<file path="src/hw/asc_defs.svh">
`ifndef ASC_DEFS_SVH
`define ASC_DEFS_SVH
// ----------------------------------------
// Register offsets (byte addresses)
// ----------------------------------------
`define ASC_OFF_CTRL 8'h00
`define ASC_OFF_STATUS 8'h04
`define ASC_OFF_RESULT 8'h08
`define ASC_OFF_IRQ_STAT 8'h0c
`define ASC_OFF_IRQ_MASK 8'h10
`define ASC_OFF_COUNT 8'h14
// ----------------------------------------
// Field positions
// ----------------------------------------
`define ASC_CTRL_START 0
`define ASC_ST_BUSY 0
`define ASC_ST_NAP 1
`define ASC_ST_CHAIN 2
`define ASC_ST_OE 3
`define ASC_ST_BITS_LSB 4
`define ASC_IRQ_DONE 0
`define ASC_IRQ_OVR 1
`define ASC_IRQ_RDOUT 2
`define ASC_IRQ_SCKBUSY 3
// ----------------------------------------
// Reset values and coding
// ----------------------------------------
`define ASC_RST_NAP 1'b1
`define ASC_RES_BITS 5'h10
`define ASC_SIGN_FLIP 16'h8000
// ----------------------------------------
// Timing counts
// ----------------------------------------
`define ASC_SETTLE_CYC 2'h3
`endif

</file>
<file path="src/hw/asc_pkg.sv">
package asc_pkg;
	typedef enum logic {
		asc_sar_idle = 1'b0,
		asc_sar_conv = 1'b1
	} asc_sar_st_type;

	typedef struct packed {
		logic trigger;
		logic chain_sel;
		logic rd_chain;
		logic sck;
		logic comp;
	} asc_pins_type;

	typedef struct packed {
		asc_pins_type meta;
		asc_pins_type stable;
	} asc_sync_state_type;

	typedef struct packed {
		asc_sar_st_type st;
		logic [15:0] code;
		logic [15:0] bit_sel;
		logic [1:0] wait_cnt;
		logic done;
		logic [15:0] result;
	} asc_sar_state_type;

	typedef struct packed {
		logic trig_q;
		logic sck_q;
		logic busy;
		logic nap;
		logic sw_start;
		logic [15:0] shift;
		logic [4:0] bits;
		logic sdo;
		logic sdo_oe;
		logic [15:0] result;
		logic [15:0] count;
		logic ack;
		logic [31:0] dat;
		logic [3:0] irq_stat;
		logic [3:0] irq_mask;
		logic irq;
	} asc_top_state_type;
endpackage

</file>
<file path="src/hw/asc_sync.sv">
`timescale 1ns/1ps
`default_nettype none
module asc_sync (
	// Clock and reset
	input wire logic clk_i,
	input wire logic rst_i,
	// Pins in, stable copies out
	input wire asc_pkg::asc_pins_type d_i,
	output asc_pkg::asc_pins_type q_o
);
	import asc_pkg::*;
	asc_sync_state_type s_q;
	asc_sync_state_type s_d;

	// Meta stage feeds only the stable stage
	always_comb begin
		s_d = s_q;
		s_d.meta = d_i;
		s_d.stable = s_q.meta;
	end

	always_ff @(posedge clk_i) begin
		if (rst_i) begin
			s_q <= '0;
		end else begin
			s_q <= s_d;
		end
	end

	assign q_o = s_q.stable;
endmodule
`default_nettype wire

</file>
<file path="src/hw/asc_sar.sv">
`timescale 1ns/1ps
`default_nettype none
`include "asc_defs.svh"
module asc_sar (
	// Clock and reset
	input wire logic clk_i,
	input wire logic rst_i,
	// Control
	input wire logic start_i,
	input wire logic comp_i,
	output logic done_o,
	output logic [15:0] dac_o,
	output logic [15:0] result_o
);
	import asc_pkg::*;
	asc_sar_state_type s_q;
	asc_sar_state_type s_d;
	logic [15:0] kept;

	// ----------------------------------------
	// Bit trials
	// ----------------------------------------
	// Settle covers dac update plus comparator synchroniser
	always_comb begin
		s_d = s_q;
		s_d.done = 1'b0;
		kept = comp_i ? s_q.code : (s_q.code & ~s_q.bit_sel);
		unique case (s_q.st)
			asc_sar_idle: begin
				if (start_i) begin
					s_d.st = asc_sar_conv;
					s_d.bit_sel = `ASC_SIGN_FLIP;
					s_d.code = `ASC_SIGN_FLIP;
					s_d.wait_cnt = `ASC_SETTLE_CYC;
				end
			end
			asc_sar_conv: begin
				if (s_q.wait_cnt != 2'h0) begin
					s_d.wait_cnt = s_q.wait_cnt - 2'h1;
				end else if (s_q.bit_sel[0]) begin
					s_d.st = asc_sar_idle;
					s_d.code = kept;
					s_d.result = kept ^ `ASC_SIGN_FLIP;
					s_d.done = 1'b1;
				end else begin
					s_d.bit_sel = s_q.bit_sel >> 1;
					s_d.code = kept | (s_q.bit_sel >> 1);
					s_d.wait_cnt = `ASC_SETTLE_CYC;
				end
			end
		endcase
	end

	always_ff @(posedge clk_i) begin
		if (rst_i) begin
			s_q <= '0;
		end else begin
			s_q <= s_d;
		end
	end

	assign done_o = s_q.done;
	assign dac_o = s_q.code;
	assign result_o = s_q.result;
endmodule
`default_nettype wire

</file>
<file path="src/hw/asc_adc_ctrl.sv">
`timescale 1ns/1ps
`default_nettype none
`include "asc_defs.svh"

// Functional notes
// - Rising convert trigger ends acquisition and starts a new conversion.
// - Chain select low: normal mode, shared pin gates the serial output.
// - Chain select high: chain mode, shared pin is upstream serial input.
// - Busy rises as conversion starts, falls when it completes.
// - Enabled output shifts result MSB first, one bit per rising serial clock.
// - Result is a signed two's-complement word across the bipolar range.
// - End of conversion forms a 16-bit word ready for serial transfer.
// - Successive approximation tests weights from one half to 1/65536.
// - Internal timing paces conversion; host gives only the start edge.
// - Device naps automatically after each conversion.
// - Result readable right after its own conversion, no pipeline delay.
// - Normal mode drives output while read enable low, releases when high.
module asc_adc_ctrl (
	// Clock and reset
	input wire logic clk_i,
	input wire logic rst_i,
	// Wishbone slave
	input wire logic wb_cyc_i,
	input wire logic wb_stb_i,
	input wire logic wb_we_i,
	input wire logic [7:0] wb_adr_i,
	input wire logic [3:0] wb_sel_i,
	input wire logic [31:0] wb_dat_i,
	output logic [31:0] wb_dat_o,
	output logic wb_ack_o,
	// Converter pins
	input wire logic convert_trigger_i,
	input wire logic chain_sel_i,
	input wire logic read_enable_or_chain_in_i,
	input wire logic sck_i,
	output logic sdo_o,
	output logic sdo_oe_o,
	output logic busy_o,
	output logic nap_o,
	// Analog core
	input wire logic comparator_i,
	output logic [15:0] sampling_cap_dac_o,
	// Interrupt
	output logic irq_o
);
	import asc_pkg::*;

	asc_top_state_type s_q;
	asc_top_state_type s_d;
	asc_pins_type pins_raw;
	asc_pins_type syn;
	logic trig_rise;
	logic sck_rise;
	logic start_req;
	logic start_acc;
	logic sar_done;
	logic [15:0] sar_result;
	logic bus_req;
	logic wr_en;
	logic shift_in;
	logic rd_last;
	logic [3:0] evt;
	logic [31:0] rd_mux;

	// ----------------------------------------
	// Pin synchronisers and conversion engine
	// ----------------------------------------
	assign pins_raw = '{
		trigger: convert_trigger_i,
		chain_sel: chain_sel_i,
		rd_chain: read_enable_or_chain_in_i,
		sck: sck_i,
		comp: comparator_i
	};

	asc_sync u_sync (
		.clk_i(clk_i),
		.rst_i(rst_i),
		.d_i(pins_raw),
		.q_o(syn)
	);

	asc_sar u_sar (
		.clk_i(clk_i),
		.rst_i(rst_i),
		.start_i(start_acc),
		.comp_i(syn.comp),
		.done_o(sar_done),
		.dac_o(sampling_cap_dac_o),
		.result_o(sar_result)
	);

	// ----------------------------------------
	// Edges and events
	// ----------------------------------------
	assign trig_rise = syn.trigger & ~s_q.trig_q;
	assign sck_rise = syn.sck & ~s_q.sck_q;
	assign start_req = trig_rise | s_q.sw_start;
	// A start during conversion is dropped and flagged
	assign start_acc = start_req & ~s_q.busy;
	assign shift_in = syn.chain_sel & syn.rd_chain;
	assign rd_last = sck_rise & ~sar_done & (s_q.bits == 5'h01);
	assign evt[`ASC_IRQ_DONE] = sar_done;
	assign evt[`ASC_IRQ_OVR] = start_req & s_q.busy;
	assign evt[`ASC_IRQ_RDOUT] = rd_last;
	// Clocking during conversion shifts stale data
	assign evt[`ASC_IRQ_SCKBUSY] = sck_rise & s_q.busy;

	// ----------------------------------------
	// Wishbone decode
	// ----------------------------------------
	assign bus_req = wb_cyc_i & wb_stb_i;
	// Write lands on the edge where the master sees ack
	assign wr_en = bus_req & wb_we_i & s_q.ack & wb_sel_i[0];

	always_comb begin
		rd_mux = 32'h0000_0000;
		case (wb_adr_i)
			`ASC_OFF_STATUS: begin
				rd_mux[`ASC_ST_BUSY] = s_q.busy;
				rd_mux[`ASC_ST_NAP] = s_q.nap;
				rd_mux[`ASC_ST_CHAIN] = syn.chain_sel;
				rd_mux[`ASC_ST_OE] = s_q.sdo_oe;
				rd_mux[`ASC_ST_BITS_LSB +: 5] = s_q.bits;
			end
			`ASC_OFF_RESULT: begin
				rd_mux[15:0] = s_q.result;
			end
			`ASC_OFF_IRQ_STAT: begin
				rd_mux[3:0] = s_q.irq_stat;
			end
			`ASC_OFF_IRQ_MASK: begin
				rd_mux[3:0] = s_q.irq_mask;
			end
			`ASC_OFF_COUNT: begin
				rd_mux[15:0] = s_q.count;
			end
			default: begin
				rd_mux = 32'h0000_0000;
			end
		endcase
	end

	// ----------------------------------------
	// Next state
	// ----------------------------------------
	always_comb begin
		s_d = s_q;
		s_d.trig_q = syn.trigger;
		s_d.sck_q = syn.sck;
		s_d.sw_start = 1'b0;

		// Conversion flags
		if (start_acc) begin
			s_d.busy = 1'b1;
			s_d.nap = 1'b0;
		end
		if (sar_done) begin
			s_d.busy = 1'b0;
			s_d.nap = 1'b1;
			s_d.result = sar_result;
			s_d.count = s_q.count + 16'h0001;
		end

		// Output shifter; a fresh result wins over a shift
		if (sar_done) begin
			s_d.shift = sar_result;
			s_d.bits = `ASC_RES_BITS;
		end else if (sck_rise) begin
			s_d.shift = {s_q.shift[14:0], shift_in};
			if (s_q.bits != 5'h00) begin
				s_d.bits = s_q.bits - 5'h01;
			end
		end
		s_d.sdo = s_d.shift[15];

		// Output enable
		if (syn.chain_sel) begin
			s_d.sdo_oe = 1'b1;
		end else begin
			s_d.sdo_oe = ~syn.rd_chain;
		end

		// Bus answer, one cycle ack then drop
		s_d.ack = bus_req & ~s_q.ack;
		s_d.dat = s_d.ack ? rd_mux : 32'h0000_0000;

		// Register writes
		if (wr_en) begin
			unique case (wb_adr_i)
				`ASC_OFF_CTRL: begin
					s_d.sw_start = wb_dat_i[`ASC_CTRL_START];
				end
				`ASC_OFF_IRQ_STAT: begin
					s_d.irq_stat = s_q.irq_stat & ~wb_dat_i[3:0];
				end
				`ASC_OFF_IRQ_MASK: begin
					s_d.irq_mask = wb_dat_i[3:0];
				end
				default: begin
					s_d.irq_mask = s_q.irq_mask;
				end
			endcase
		end

		// New events beat a clear in the same cycle
		s_d.irq_stat = s_d.irq_stat | evt;
		s_d.irq = |(s_d.irq_stat & s_d.irq_mask);
	end

	always_ff @(posedge clk_i) begin
		if (rst_i) begin
			s_q <= '0;
			s_q.nap <= `ASC_RST_NAP;
		end else begin
			s_q <= s_d;
		end
	end

	// ----------------------------------------
	// Outputs
	// ----------------------------------------
	assign wb_ack_o = s_q.ack;
	assign wb_dat_o = s_q.dat;
	assign sdo_o = s_q.sdo;
	assign sdo_oe_o = s_q.sdo_oe;
	assign busy_o = s_q.busy;
	assign nap_o = s_q.nap;
	assign irq_o = s_q.irq;
endmodule
`default_nettype wire

</file>
<file path="config.mk">
export PLATFORM = sky130hd
export DESIGN_NAME = asc_adc_ctrl
export DESIGN_NICKNAME = d
export VERILOG_FILES = /design/src/hw/asc_pkg.sv /design/src/hw/asc_sync.sv /design/src/hw/asc_sar.sv /design/src/hw/asc_adc_ctrl.sv
export VERILOG_INCLUDE_DIRS = /design/src /design/src/hw
export SDC_FILE = /design/constraint.sdc
export NUM_CORES = 1
export LEC_CHECK = 0
export BUFFER_PORTS_ARGS = -buffer_cell sky130_fd_sc_hd__buf_2
export CORE_ASPECT_RATIO = 0.9
export CORE_MARGIN = 8
export CORE_UTILIZATION = 55
export DETAILED_ROUTE_END_ITERATION = 8
export PLACE_DENSITY = 0.78
export SYNTH_ARGS = -nofsm -noshare
export SYNTH_HDL_FRONTEND = slang
export SYNTH_SLANG_ARGS = --single-unit
</file>
<file path="constraint.sdc">
create_clock -name clk_i -period 1.5 [get_ports clk_i]
set_input_delay 0 -clock clk_i [delete_from_list [all_inputs] [get_ports clk_i]]
set_output_delay 0 -clock clk_i [all_outputs]
set_load 0.01 [all_outputs]
</file>
==> impl_metrics.json <==
{
  "run_status": "finished with violations",
  "failing_checks": "negative hold slack, negative setup slack",
  "clock_tree.htree_level_count": 4,
  "route.detailed.vias_per_inst": 5.49,
  "post_drt_wl_per_cell_um": 15.2,
  "fin_crit_ns": 1.54,
  "design.die.area_um2": 15200,
  "yosys_most_used_dff": "dfxtp_1",
  "critical_path.max_fanout": 6,
  "r2r_cells": 6,
  "clock_slew_seen_by_the_registers_of_the_worst_setup_and_hold_paths_ns": 0.06,
  "maxClockFrequency_ghz": 0.649,
  "timing.critical_path.slowest_cell_delay_ns": 0.55,
  "p_sw_share_pct": 22.4,
  "synth_top_area_share_pct": 46.6,
  "timing_max_transition_violations_final": 0,
  "cellPowerDensity_nw_per_um2": 1120,
  "diodes": 0,
  "final_core_util_pct": 65.6,
  "crit_path_cell_trace": "dlygate4sd3_1 -> buf_6 -> nor4b_4 -> nand4_1 -> buf_6 -> mux2i_4 -> o22a_1 -> a21oi_2",
  "clock_tree_sinks": 147,
  "antenna_found_initial": 0,
  "worst_setup_path_startpoint": "wb_adr_i[4]",
  "initial_utilization_pct": 55.9,
  "crit_path_end": "irq_o",
  "cp-end-kind": "flip-flop",
  "ctsRootBufferMaster": "clkbuf_16",
  "post-layout-total-power_mw": 8.28,
  "grt_first_pass_wirelength_mm": 23.7,
  "post_route_cells_drive_above_1_share_pct": 20.1,
  "final.setup.worst_slack_ns": -0.0397,
  "seqPwrFrac_pct": 47.8,
  "synthArstFlopShare_pct": 0,
  "max-clock-path-buffers": 2,
  "syn-cell-area_um2": 6320,
  "synth_top_cells_by_area": "dfxtp_1 47%, a21oi_1 6.9%, buf_4 6.2%, nand2_1 5.4%, nor2_1 4.5%",
  "finalWirelength_mm": 14.5,
  "die_h_um": 118,
  "rsz0062_at_grt": "true",
  "p_leak_nw": 2.76,
  "cap_viol_max_count": 0,
  "crit_required_ns": 1.85,
  "share_of_the_cycle_needed_by_the_critical_path_after_routing_pct": 103,
  "timing.rr.start": "wb_ack_o",
  "first_global_vias": 5175,
  "drtAntennaViolNets": 0,
  "finClkSkew_ns": 0.00654,
  "port-buffer-count": 60,
  "postSynthAreaPerCell_um2": 8.61,
  "largest_net_degree_at_the_start_of_global_routing": 130,
  "finish.net_count": 839,
  "hold_viol": 1,
  "drt_iter0_drc": 470,
  "vdd_drop_max_uv": 712,
  "max-slew-margin-rel_pct": 63.4,
  "place_ws_ns": -0.0481,
  "critPathSlowestCell": "dlygate4sd3_1",
  "net_load_switching_power_mw": 1.86,
  "combinationalPowerShare_pct": 4.1,
  "timing.final.setup_violations": 1,
  "seq_area_frac_synth_pct": 46.6,
  "global_route.usage.total_pct": 19.0,
  "cp-start-kind": "input pin",
  "vias": 5217,
  "cts_buffers": 17,
  "area_growth_from_synthesis_to_layout_pct": 17.4,
  "rows": 37,
  "drtPass1Iterations": 5,
  "fp.coreArea_um2": 11300,
  "ys.warnings.count": 0,
  "clkPwrFrac_pct": 48.1,
  "clk_latency_ns": 0.42,
  "endpoint_of_the_most_critical_register_to_register_path": "irq_o",
  "dp_hpwl_mm": 9.45,
  "tns_ns": -0.0397,
  "route.detailed.drc": 0,
  "synth_most_common_cell": "dfxtp_1",
  "path_class": "input pin to flip-flop",
  "synth_enable_flop_cells": 0,
  "die_width_um": 129,
  "min_delay_worst_type": "input pin to flip-flop",
  "fin_hold_ws_ns": -0.0194,
  "timing_worst_slew_pin_value_ns": 0.549,
  "grt-ovfl-total": 0,
  "synthDistinctLibCells": 56,
  "netlist.top_cell.by_area": "dfxtp_1",
  "regToRegSetupSlack_ns": -0.04,
  "endpoint_arrival_time_on_the_critical_path_ns": 1.89,
  "synthCells": 734,
  "synth.top_cells.by_count": "147 x dfxtp_1, 91 x nand2_1, 87 x a21oi_1",
  "synth.ff_latch_count": 147,
  "io_pins": 108,
  "cts_tree": "done",
  "place.gp.congestion": 0.874,
  "internal_power_mw": 6.43,
  "critical-path-top-cell-by-count": "buf_6"
}
how the worst min path moves through the flow:
stage | from | to | slack [ns] | depth (start not counted)
finish | wb_adr_i[2] | s_q[97] | -0.02 | 4
global placement | convert_trigger_i | u_sync.s_d[4] | 0.21 | 2
CTS | wb_adr_i[5] | s_q[97] | -0.05 | 4
detailed placement | comparator_i | u_sync.s_d[0] | 0.22 | 2
global route | wb_adr_i[2] | s_q[97] | -0.004 | 4
floorplan | wb_adr_i[4] | s_q[97] | 0.08 | 1
per-stage QoR:
stage	instance area (um^2)	cells	hold WS [ns]
2_1_floorplan	6370	749	0.0764
3_3_place_gp	6570	901	0.211
3_5_place_dp	6570	901	0.219
4_1_cts	7280	947	-0.0514
5_1_grt	7410	951	-0.00359
6_report	7410	951	-0.0194
power by group through the flow:
stage / sequential, mW / clock [mW] / combinational, mW
floorplan: 4.04 / 0 / 0.205
global placement: 4.04 / 0 / 0.284
detailed placement: 4.04 / 0 / 0.291
CTS: 3.96 / 4.04 / 0.318
global route: 3.96 / 4.21 / 0.368
finish: 3.96 / 3.99 / 0.340
critical path: cells and delay by family:
kind	cells	cell delay, ns
buffers and inverters	3	0.89
and+or+nand+nor	2	0.47
AOI/OAI and AO/OA	2	0.36
muxes	1	0.18
kinds of logic (layout without fill, tap and decap cells):
group,count (synthesis),count (layout),synth area share [%]
muxes,22,22,3.51
AOI/OAI and AO/OA,160,160,15.2
xor gates and xnor gates,16,16,2.22
buffers and inverters,104,150,9.86
other,1,16,0.0594
and+or+nand+nor,281,281,22.0
DFF,147,147,46.6
adders and majority gates,3,3,0.594
sequential cells by signal (all words and copies together) (netlist names):
name            count
busy_o              1
irq_o               1
nap_o               1
s_q                64
sdo_oe_o            1
u_sar.dac_o        16
u_sar.done_o        1
u_sar.result_o     16
u_sar.s_q          19
u_sync.q_o          5
u_sync.s_d          5
wb_ack_o            1
wb_dat_o           16
layout by cell type (no fill, tap or decap), drive strengths merged, types with 2 or more instances in the layout:
master	n
xnor2	4
conb	16
a31oi	5
nand3	37
dlygate4sd3	11
and3	2
ha	3
dfxtp	147
or3	4
nor3	6
nor3b	4
clkinvlp	6
clkinv	5
o21ai	21
clkbuf	20
a222oi	5
xor2	12
nand2	91
and4	6
inv	11
a21boi	15
a21oi	88
nor4b	4
buf	95
o22a	2
nor2b	29
o22ai	2
nor2	78
mux2i	21
a22oi	15
and2	6
nand4	9
per-layer routing:
metal | up-vias | routed length, um | track usage (%)
met5 | - | 0 | 0
met4 | 0 | 285 | 7.12
met3 | 33 | 849 | 5.34
met2 | 170 | 7160 | 31.7
met1 | 2468 | 6190 | 22.5
li1 | 2546 | - | -
final cells by class:
class                           instances  area [um^2]
Fill cell                             918         3880
Multi-Input combinational cell        498         2890
Clock buffer                           20          457
Timing Repair Buffer                  107          776
Sequential cell                       147         2950
Clock inverter                         12          108
Inverter                               11         42.5
Tap cell                              156          195
repair_timing:
| item | 4_1_cts | 5_1_grt |
|---|---|---|
| hold buffers | 12 | 0 |
| gates resized for setup | 1 | 27 |
| hold endpoints to repair | 12 | 0 |
| setup endpoints to repair | 4 | 45 |
| buffers inserted | 2 | 5 |
| pin swaps | 2 | 7 |
No activity file was read; power rests on OpenSTA's default activity.
